--- src/haptic_pkg.sv ---
// constants and types shared by the haptic playback sequencer
package haptic_pkg;
	localparam int CLK_HZ = 25000000;
	localparam int BOOT_TIME_US = 100;
	localparam int CLICK_DRIVE_MS = 25;
	localparam int CLICK_BRAKE_MS = 10;
	localparam int CLICK_SILENCE_MS = 20;
	localparam int BUZZ_MAX_S = 60;
	localparam int CAL_TIME_MS = 250;
	localparam int MS_CYCLES = CLK_HZ / 1000;
	localparam int BOOT_CYCLES = (CLK_HZ / 1000000) * BOOT_TIME_US;
	localparam int LEVEL_W = 12;
	localparam logic [11:0] LEVEL_HIGH_MV = 12'h708;
	localparam logic [11:0] LEVEL_MED_MV = 12'h3E8;
	localparam logic [11:0] HEADROOM_MV = 12'h460;
	localparam logic [11:0] LEVEL_ZERO = 12'h000;
	localparam int SEQ_MS_W = 17;
	typedef enum logic [1:0] {
		DRV_OFF_MODE,
		DRV_DRIVE_MODE,
		DRV_BRAKE_MODE
	} drive_mode_t;
	typedef enum logic [1:0] {
		SEQ_NONE,
		SEQ_CLICK,
		SEQ_STRONG,
		SEQ_MEDIUM
	} seq_kind_t;
endpackage : haptic_pkg

--- src/trigger_if.sv ---
// trigger event bundle between the edge detector and the sequencer
`timescale 1ns/100ps
interface trigger_if;
	logic click_edge;
	logic strong_edge;
	logic medium_edge;
	logic any_edge;
	modport source (output click_edge, output strong_edge, output medium_edge, output any_edge);
	modport sink (input click_edge, input strong_edge, input medium_edge, input any_edge);
endinterface : trigger_if
--- src/haptic_gpi_playback_sequencer.sv ---
// playback state machine of the trigger-driven haptic driver
// Contract
// - boot loads settings before accepting triggers
// - after boot, idle without driving actuator
// - trigger edge from idle starts its sequence
// - leave drive at sequence end or edge
// - any fault aborts playback to idle
// - click: 25ms drive, 10ms brake, 20ms silence
// - strong buzz drives high level up to 60s
// - medium buzz drives lower level up to 60s
// - edge during playback only stops it
// - next edge after stop restarts playback
// - stop edges honoured from 5ms to 60s
// - idle after finish accepts later triggers
// - host runs one 250ms medium calibration pass
// - keep calibration except in OFF
// - cap drive 1.12V below measured supply
// - enable low means OFF; leaving resets
// - no automatic retry after protection stop
`timescale 1ns/100ps
module haptic_gpi_playback_sequencer
	import haptic_pkg::*;
#(
	parameter int BUZZ_MAX_MS = BUZZ_MAX_S * 1000,
	parameter int MS_TICK_CYCLES = MS_CYCLES,
	parameter int BOOT_WAIT_CYCLES = BOOT_CYCLES
) (
	input wire logic clk,
	input wire logic rst_n,
	input wire logic enable_pin,
	input wire logic click_trigger_input,
	input wire logic strong_buzz_input,
	input wire logic medium_buzz_input,
	input wire logic supply_undervoltage_lockout,
	input wire logic over_temperature,
	input wire logic output_short,
	input wire logic impedance_fault,
	input wire logic [LEVEL_W-1:0] supply_mv,
	output logic [1:0] drive_mode,
	output logic [LEVEL_W-1:0] drive_level,
	output logic in_idle,
	output logic in_drive,
	output logic calibrated,
	output logic fault_abort
);
	typedef enum logic [1:0] {
		ST_OFF,
		ST_BOOT,
		ST_IDLE,
		ST_DRIVE
	} sys_state_t;

	sys_state_t state;
	seq_kind_t kind;
	logic [31:0] boot_cnt;
	logic [31:0] tick_cnt;
	logic ms_tick;
	logic [SEQ_MS_W-1:0] ms_cnt;
	logic seq_done;
	logic fault;
	logic cal_pass;
	logic [LEVEL_W-1:0] next_level;
	drive_mode_t next_mode;

	trigger_if ev ();

	trigger_edges u_edges (
		.clk(clk),
		.rst_n(rst_n),
		.click_trigger_input(click_trigger_input),
		.strong_buzz_input(strong_buzz_input),
		.medium_buzz_input(medium_buzz_input),
		.ev(ev)
	);

	function automatic logic [LEVEL_W-1:0] cap_level(input logic [LEVEL_W-1:0] want,
			input logic [LEVEL_W-1:0] supply);
		logic [LEVEL_W-1:0] room;
		room = (supply > HEADROOM_MV) ? supply - HEADROOM_MV : LEVEL_ZERO;
		cap_level = (want > room) ? room : want;
	endfunction : cap_level

	assign fault = supply_undervoltage_lockout | over_temperature | output_short | impedance_fault;

	// end of the running sequence, in milliseconds since its start
	always_comb begin
		unique case (kind)
			SEQ_CLICK: seq_done = ms_tick && (32'(ms_cnt) + 1 >=
				CLICK_DRIVE_MS + CLICK_BRAKE_MS + CLICK_SILENCE_MS);
			SEQ_STRONG, SEQ_MEDIUM: seq_done = ms_tick && (32'(ms_cnt) + 1 >= BUZZ_MAX_MS);
			SEQ_NONE: seq_done = 1'b0;
		endcase
	end

	// millisecond enable divider, restarted at each sequence start
	always_ff @(posedge clk or negedge rst_n) begin
		if (!rst_n) begin
			tick_cnt <= '0;
		end else if (state != ST_DRIVE || ms_tick) begin
			tick_cnt <= '0;
		end else begin
			tick_cnt <= tick_cnt + 1;
		end
	end
	assign ms_tick = (state == ST_DRIVE) && (tick_cnt == 32'(MS_TICK_CYCLES - 1));

	always_ff @(posedge clk or negedge rst_n) begin
		if (!rst_n) begin
			ms_cnt <= '0;
		end else if (state != ST_DRIVE) begin
			ms_cnt <= '0;
		end else if (ms_tick) begin
			ms_cnt <= ms_cnt + 1'b1;
		end
	end

	always_ff @(posedge clk or negedge rst_n) begin
		if (!rst_n) begin
			boot_cnt <= '0;
		end else if (state != ST_BOOT) begin
			boot_cnt <= '0;
		end else begin
			boot_cnt <= boot_cnt + 1;
		end
	end

	// system state machine
	always_ff @(posedge clk or negedge rst_n) begin
		if (!rst_n) begin
			state <= ST_OFF;
			kind <= SEQ_NONE;
		end else if (!enable_pin) begin
			state <= ST_OFF;
			kind <= SEQ_NONE;
		end else begin
			unique case (state)
				ST_OFF: state <= ST_BOOT;
				ST_BOOT: begin
					if (boot_cnt >= 32'(BOOT_WAIT_CYCLES - 1)) begin
						state <= ST_IDLE;
					end
				end
				ST_IDLE: begin
					if (ev.any_edge) begin
						state <= ST_DRIVE;
						if (ev.click_edge) begin
							kind <= SEQ_CLICK;
						end else if (ev.strong_edge) begin
							kind <= SEQ_STRONG;
						end else begin
							kind <= SEQ_MEDIUM;
						end
					end
				end
				ST_DRIVE: begin
					if (fault || ev.any_edge || seq_done) begin
						state <= ST_IDLE;
						kind <= SEQ_NONE;
					end
				end
			endcase
		end
	end

	// a medium buzz pass that reaches the calibration time without a fault locks tuning
	assign cal_pass = (state == ST_DRIVE) && (kind == SEQ_MEDIUM) && !fault && ms_tick &&
		(32'(ms_cnt) + 1 == CAL_TIME_MS);

	always_ff @(posedge clk or negedge rst_n) begin
		if (!rst_n) begin
			calibrated <= 1'b0;
		end else if (!enable_pin || state == ST_OFF) begin
			calibrated <= 1'b0;
		end else if (cal_pass) begin
			calibrated <= 1'b1;
		end
	end

	// drive phase and amplitude for the running sequence
	always_comb begin
		next_mode = DRV_OFF_MODE;
		next_level = LEVEL_ZERO;
		if (state == ST_DRIVE && enable_pin && !fault && !ev.any_edge && !seq_done) begin
			unique case (kind)
				SEQ_CLICK: begin
					if (32'(ms_cnt) < CLICK_DRIVE_MS) begin
						next_mode = DRV_DRIVE_MODE;
						next_level = cap_level(LEVEL_HIGH_MV, supply_mv);
					end else if (32'(ms_cnt) < CLICK_DRIVE_MS + CLICK_BRAKE_MS) begin
						next_mode = DRV_BRAKE_MODE;
						next_level = cap_level(LEVEL_HIGH_MV, supply_mv);
					end
				end
				SEQ_STRONG: begin
					next_mode = DRV_DRIVE_MODE;
					next_level = cap_level(LEVEL_HIGH_MV, supply_mv);
				end
				SEQ_MEDIUM: begin
					next_mode = DRV_DRIVE_MODE;
					next_level = cap_level(LEVEL_MED_MV, supply_mv);
				end
				SEQ_NONE: begin
					next_mode = DRV_OFF_MODE;
				end
			endcase
		end
	end

	always_ff @(posedge clk or negedge rst_n) begin
		if (!rst_n) begin
			drive_mode <= DRV_OFF_MODE;
			drive_level <= LEVEL_ZERO;
		end else begin
			drive_mode <= next_mode;
			drive_level <= next_level;
		end
	end

	always_ff @(posedge clk or negedge rst_n) begin
		if (!rst_n) begin
			in_idle <= 1'b0;
			in_drive <= 1'b0;
			fault_abort <= 1'b0;
		end else begin
			in_idle <= enable_pin && ((state == ST_IDLE && !ev.any_edge) || (state == ST_DRIVE &&
				(fault || ev.any_edge || seq_done)) ||
				(state == ST_BOOT && boot_cnt >= 32'(BOOT_WAIT_CYCLES - 1)));
			in_drive <= enable_pin && ((state == ST_DRIVE && !(fault || ev.any_edge || seq_done))
				|| (state == ST_IDLE && ev.any_edge));
			fault_abort <= enable_pin && state == ST_DRIVE && fault;
		end
	end

	// state machine and status flags
	a_boot_blocks_trig: assert property (@(posedge clk) disable iff (!rst_n)
		state == ST_BOOT |=> state != ST_DRIVE) else $error("drive entered from boot");
	a_boot_to_idle: assert property (@(posedge clk) disable iff (!rst_n)
		state == ST_BOOT && enable_pin && boot_cnt >= 32'(BOOT_WAIT_CYCLES - 1)
		|=> state == ST_IDLE) else $error("boot did not reach idle");
	a_idle_no_drive: assert property (@(posedge clk) disable iff (!rst_n)
		state == ST_IDLE && !ev.any_edge |=> drive_mode == DRV_OFF_MODE)
		else $error("actuator driven in idle");
	a_idle_flag_state: assert property (@(posedge clk) disable iff (!rst_n)
		in_idle == (state == ST_IDLE)) else $error("idle flag disagrees with state");
	a_idle_edge_drive: assert property (@(posedge clk) disable iff (!rst_n)
		state == ST_IDLE && enable_pin && ev.any_edge |=> state == ST_DRIVE)
		else $error("trigger from idle ignored");
	a_drive_flag_state: assert property (@(posedge clk) disable iff (!rst_n)
		in_drive == (state == ST_DRIVE)) else $error("drive flag disagrees with state");
	a_flags_exclusive: assert property (@(posedge clk) disable iff (!rst_n)
		!(in_idle && in_drive)) else $error("idle and drive flags both set");
	a_stop_edge_idle: assert property (@(posedge clk) disable iff (!rst_n)
		state == ST_DRIVE && enable_pin && ev.any_edge
		|=> state == ST_IDLE && drive_mode == DRV_OFF_MODE)
		else $error("stop edge did not return to idle");
	a_no_retry: assert property (@(posedge clk) disable iff (!rst_n)
		state == ST_IDLE && enable_pin && !ev.any_edge |=> state == ST_IDLE)
		else $error("drive without edge");
	a_fault_abort: assert property (@(posedge clk) disable iff (!rst_n)
		state == ST_DRIVE && fault |=> state != ST_DRIVE && drive_mode == DRV_OFF_MODE)
		else $error("fault did not abort playback");
	a_fault_pulse: assert property (@(posedge clk) disable iff (!rst_n)
		state == ST_DRIVE && enable_pin && fault |=> fault_abort ##1 !fault_abort)
		else $error("fault report not a single pulse");

	// sequence timing and drive level
	a_click_drive_phase: assert property (@(posedge clk) disable iff (!rst_n)
		state == ST_DRIVE && enable_pin && kind == SEQ_CLICK && !fault && !ev.any_edge
		&& ms_cnt < SEQ_MS_W'(CLICK_DRIVE_MS) |=> drive_mode == DRV_DRIVE_MODE)
		else $error("click drive missing");
	a_click_brake_phase: assert property (@(posedge clk) disable iff (!rst_n)
		state == ST_DRIVE && enable_pin && kind == SEQ_CLICK && !fault && !ev.any_edge
		&& ms_cnt == SEQ_MS_W'(CLICK_DRIVE_MS) |=> drive_mode == DRV_BRAKE_MODE)
		else $error("click brake missing");
	a_click_silence: assert property (@(posedge clk) disable iff (!rst_n)
		state == ST_DRIVE && kind == SEQ_CLICK
		&& ms_cnt >= SEQ_MS_W'(CLICK_DRIVE_MS + CLICK_BRAKE_MS) |=> drive_mode == DRV_OFF_MODE)
		else $error("click silence driven");
	a_buzz_timeout: assert property (@(posedge clk) disable iff (!rst_n)
		state == ST_DRIVE && kind != SEQ_CLICK |-> 32'(ms_cnt) < BUZZ_MAX_MS)
		else $error("buzz ran past its limit");
	a_strong_level: assert property (@(posedge clk) disable iff (!rst_n)
		state == ST_DRIVE && enable_pin && kind == SEQ_STRONG && !fault && !ev.any_edge
		&& !seq_done |=> drive_mode == DRV_DRIVE_MODE
		&& drive_level == cap_level(LEVEL_HIGH_MV, $past(supply_mv)))
		else $error("strong level wrong");
	a_medium_level: assert property (@(posedge clk) disable iff (!rst_n)
		drive_mode == DRV_DRIVE_MODE && $past(kind) == SEQ_MEDIUM
		|-> drive_level == cap_level(LEVEL_MED_MV, $past(supply_mv)))
		else $error("medium level wrong");
	a_level_capped: assert property (@(posedge clk) disable iff (!rst_n)
		drive_mode != DRV_OFF_MODE |-> drive_level == LEVEL_ZERO
		|| 32'(drive_level) + 32'(HEADROOM_MV) <= 32'($past(supply_mv)))
		else $error("drive above supply headroom");

	// calibration and enable
	a_cal_needs_pass: assert property (@(posedge clk) disable iff (!rst_n)
		$rose(calibrated) |-> $past(state) == ST_DRIVE && $past(kind) == SEQ_MEDIUM)
		else $error("calibration set outside a medium pass");
	a_off_clears_cal: assert property (@(posedge clk) disable iff (!rst_n)
		!enable_pin |=> !calibrated && state == ST_OFF) else $error("off kept state");
	a_off_to_boot: assert property (@(posedge clk) disable iff (!rst_n)
		state == ST_OFF && enable_pin |=> state == ST_BOOT) else $error("no boot after off");

	c_click_done: cover property (@(posedge clk) disable iff (!rst_n)
		state == ST_DRIVE && kind == SEQ_CLICK && seq_done);
	c_stop_edge: cover property (@(posedge clk) disable iff (!rst_n)
		state == ST_DRIVE && ev.any_edge);
	c_calibrated: cover property (@(posedge clk) disable iff (!rst_n) $rose(calibrated));
	c_fault_stop: cover property (@(posedge clk) disable iff (!rst_n) state == ST_DRIVE && fault);
	c_buzz_timeout: cover property (@(posedge clk) disable iff (!rst_n)
		state == ST_DRIVE && kind == SEQ_MEDIUM && seq_done);
endmodule : haptic_gpi_playback_sequencer

--- src/trigger_edges.sv ---
// synchronisers and falling edge detectors for the three trigger inputs
`timescale 1ns/100ps
module trigger_edges (
	input wire logic clk,
	input wire logic rst_n,
	input wire logic click_trigger_input,
	input wire logic strong_buzz_input,
	input wire logic medium_buzz_input,
	trigger_if.source ev
);
	logic [2:0] sync_a;
	logic [2:0] sync_b;
	logic [2:0] prev;
	logic [2:0] fall;

	// inputs idle high; reset values avoid a false edge
	always_ff @(posedge clk or negedge rst_n) begin
		if (!rst_n) begin
			sync_a <= 3'h7;
			sync_b <= 3'h7;
			prev <= 3'h7;
		end else begin
			sync_a <= {medium_buzz_input, strong_buzz_input, click_trigger_input};
			sync_b <= sync_a;
			prev <= sync_b;
		end
	end

	assign fall = prev & ~sync_b;
	assign ev.click_edge = fall[0];
	assign ev.strong_edge = fall[1];
	assign ev.medium_edge = fall[2];
	assign ev.any_edge = |fall;

	a_edge_single_pulse: assert property (@(posedge clk) disable iff (!rst_n)
		fall[0] |=> !fall[0]) else $error("trigger edge lasted two cycles");
	a_edge_from_sync: assert property (@(posedge clk) disable iff (!rst_n)
		fall[1] |-> $past(strong_buzz_input, 3) && !$past(strong_buzz_input, 2))
		else $error("edge without a fall on the pin");
endmodule : trigger_edges

--- config.mk ---
export PLATFORM = sky130hd
export DESIGN_NAME = haptic_gpi_playback_sequencer
export DESIGN_NICKNAME = d
export VERILOG_FILES = /design/src/haptic_pkg.sv /design/src/trigger_if.sv /design/src/haptic_gpi_playback_sequencer.sv /design/src/trigger_edges.sv
export SDC_FILE = /design/constraint.sdc
export NUM_CORES = 1
export LEC_CHECK = 0
export BUFFER_PORTS_ARGS = -buffer_cell sky130_fd_sc_hd__clkbuf_2
export CAP_MARGIN = 20
export CORE_ASPECT_RATIO = 1.75
export CORE_UTILIZATION = 55
export CTS_CLUSTER_DIAMETER = 100
export DETAILED_ROUTE_END_ITERATION = 6
export PLACE_DENSITY = 0.73
export SLEW_MARGIN = 20
export SYNTH_ARGS = -nofsm -noshare
export SYNTH_HDL_FRONTEND = slang
export SYNTH_SLANG_ARGS = --single-unit
export TNS_END_PERCENT = 20
--- constraint.sdc ---
create_clock -name clk -period 3.3 [get_ports clk]
set_input_delay 0.99 -clock clk [delete_from_list [all_inputs] [get_ports clk]]
set_output_delay 0.99 -clock clk [all_outputs]
set_load 0.005 [all_outputs]
==> metrics.csv <==
stage,metric,value,unit
global_routing,total global routing overflow,0,
timing,crit path time final,3020,ps
placed_design,DP Cell Count,839,
finish,n_diodes,0,
synth,main flop type after synthesis,dfrtp_1,
detailed_routing,initial DRC count,315,
detailed_routing,Routed WL,14400,um
power_and_ir_drop,Psw,630,uW
placed_design,DP Wirelength,10400,um
power_and_ir_drop,Pwr Density,375,nW/um^2
global_routing,largest net degree at the start of global routing,55,
clocking,CTS tree,yes,
power_and_ir_drop,sw frac,24.4,%
global_routing,first-pass GRT wire length,23500,um
setup_path,Critical Path RT,3530,ps
setup_path,R2R depth,11,
synth,post-synthesis mux area share,0.606,%
job,total of max-cap violations,0,
floorplan,Initial Util,57.2,%
timing,maximum clock frequency,331,MHz
finish,Finished Layout Cells,857,
clocking,Sink Count,112,
clocking,Clock Tree Buf Depth,2,
timing,Final Hold Vio Count,0,
power_and_ir_drop,register share of total power,54.0,%
synth,Yosys top cell by area,dfrtp_1,
detailed_routing,vias per cell,6.13,
timing,setup slack after layout,277,ps
timing,hold slack,359,ps
clocking,# hold bufs at CTS,0,
floorplan,die width,82.2,um
setup_path,capturing point of the worst reg2reg path,drive_level[10],
synth,largest family of logic cells by synthesized area,simple AND/OR/NAND/NOR gates,
finish,Finished Cell Area,6880,um^2
finish,Area Overhead vs Synth,11.0,%
timing,Post-Route Setup TNS,0,ps
floorplan,die area,11700,um^2
power_and_ir_drop,Worst IR Drop VDD,293,uV
synth,xor and xnor fraction of the mapped netlist area,11.3,%
synth,syn nets,713,
setup_path,critical path endpoint category,register,
clocking,Clock Latency Late Sink,360,ps
placed_design,Post-Place Setup Slack,88.8,ps
setup_path,Setup crit start kind,register,
timing,RSZ-0062 raised after global routing,false,
clocking,root buffer cell,clkbuf_16,
timing,number of setup violations in the final report,0,
timing,slew margin rel.,58.4,%
min_path,worst min path class,register to register,
global_routing,initial antenna violation count,0,
power_and_ir_drop,combinational share of power,4.4,%
synth,sequential fraction of the synthesis area,45.4,%
synth,Compound-Gate Fraction of Synth Area,9.55,%
detailed_routing,"antenna viol nets, final",0,
outcome,outcome,finished clean,
synth,synthesized instance count,685,
clocking,"Reg clk slew, reported paths",80,ps
placed_design,PortBufs,39,
detailed_routing,DR DRC count,0,
power_and_ir_drop,Pint,1950,uW
placed_design,routability cong.,0.886,
power_and_ir_drop,leakage,0.00284,uW
min_path,Min-Delay Endpoint,u_edges.sync_b[1],
setup_path,reg2reg setup slack,280,ps
global_routing,Total GRT Usage,26.2,%
detailed_routing,WL per Instance,16.8,um
synth,Mean Syn Cell Area,9.05,um^2
timing,Tightest Pin Transition,608,ps
placed_design,Area after DPL,6550,um^2
synth,Yosys reg bits,112,
min_path,hold wc startpoint,u_edges.sync_a[1],
timing,fin crit share,91.6,%
synth,Netlist cell types,66,
synth,fraction of registers with async set or reset after synthesis,100,%
setup_path,Crit Path Category,register to register,
clocking,H-tree depth,3,
synth,share of the synthesized area in the top cell type,41.6,%
synth,Synth Cell Area,6200,um^2
timing,clk_skew,10.1,ps
power_and_ir_drop,clock network power share,41.6,%
min_path,hold path depth,0,
detailed_routing,DRT Pass-1 Iters,5,
floorplan,Core Region,10800,um^2
detailed_routing,via count,5252,
global_routing,vias in the first global route,5216,
finish,Layout Nets,750,
setup_path,crit path from,ms_cnt[1],
finish,share of cells above drive strength 1,14.9,%
clocking,CTS Buf Count,9,
setup_path,Worst EP arrival,3250,ps
floorplan,FP Rows,50,
synth,"top cells by area, synth","dfrtp_1, nor2_1, xor2_1",
setup_path,CP Max Fanout,8,
setup_path,worst r2r src,ms_cnt[1],
synth,adder-cell share of the synthesized area,1.37,%
timing,Pins Over Slew Limit,0,
synth,Post-Synth Simple-Gate Area,27.7,%
floorplan,I/O pin count,40,
synth,"Warnings, synthesis",0,
synth,Post-synth EDFFs,0,
finish,Filler cells,933,
floorplan,Die Span Y,142,um
-- power by group through the flow --
stage,clock network (uW),logic [uW],registers [uW]
floorplan,0,51.3,1420
global placement,0,110,1420
detailed placement,0,113,1420
CTS,1090,114,1390
global route,1140,128,1390
finish,1070,113,1390
-- critical path, stage by stage, from the launching register on --
cell and delay [ps]:
dfrtp_1 470, ha_1 250, nand4_1 100, buf_4 180, o21ai_0 110, a311oi_1 540, o22ai_1 190, o211a_1 230
o311ai_1 350, or2_1 230, buf_4 180, nor3_2 60
-- worst max path at each step --
stage,endpoint,slack [ps],cells after the start
after detailed placement,drive_level[9],90,10
after global placement,drive_level[9],110,10
final,drive_level[10],280,11
after floorplan,drive_level[9],240,10
after global routing,drive_level[10],80,11
after CTS,drive_level[2],70,10
-- per-stage QoR --
step                      util (%)  total power, uW
final                         63.5             2580
after global routing          63.5             2660
after floorplan                  -             1470
after CTS                     63.2             2600
after detailed placement      60.5             1530
after global placement        60.5             1530
-- flip-flops by register name, summed over array words and instances, names as in the netlist, 3 cells and up --
signal	count
u_edges.sync_b	3
tick_cnt	32
ms_cnt	17
u_edges.prev	3
drive_level	12
boot_cnt	32
u_edges.sync_a	3
-- synth_stat cells (13+ instances only) --
cell / instances
a21oi_1: 23
dfrtp_1: 103
xnor2_1: 33
nor3_1: 20
nand4_1: 21
o21ai_0: 13
nor4_1: 16
nor2_1: 123
and3_1: 15
nand3_1: 34
xor2_1: 47
inv_1: 24
clkbuf_1: 19
nand2_1: 49
-- cell type report --
cell class | instances | area (um^2) | share of cell area [%]
multi-input cells | 516 | 3160 | 46.0
flip-flops and latches | 112 | 2820 | 40.9
repair buffers | 59 | 360 | 5.24
clock buffers | 9 | 225 | 3.27
well taps | 130 | 163 | 2.36
inverters | 24 | 90.1 | 1.31
clock inverters | 7 | 62.6 | 0.910
-- layer usage --
metal | vias to the layer above | GRT usage [%] | part of all wire [%]
met2 | 132 | 48.0 | 55
met4 | 0 | 15.7 | 4.0
met1 | 2604 | 27.5 | 37
met5 | - | 0 | 0
li1 | 2470 | - | -
met3 | 46 | 2.76 | 3.2
-- logic make-up after synthesis --
logic type	after synthesis
AOI/OAI and AO/OA	86
muxes	3
and+or+nand+nor	339
adders and majority gates	7
xor gates and xnor gates	80
other	1
buffers and inverters	57
DFF	112
-- cells in the final DEF (no fill, tap or decap), types with 8 or more instances in the layout --
master,instances
nand2_1,49
nor2_1,123
nor4_1,16
clkbuf_2,38
nand4_1,21
nor3_1,19
xor2_1,47
clkbuf_16,9
dfrtp_1,101
buf_4,20
inv_1,24
dfstp_2,9
nand3_1,34
xnor2_1,33
and2_1,8
and3_1,15
a21oi_1,23
o21ai_0,13
-- what timing repair did --
action                     in CTS  in global routing
gates resized for setup         0                  6
setup buffers                   0                  2
setup endpoints to repair       0                 16
Power figures use the tool's default switching activity.
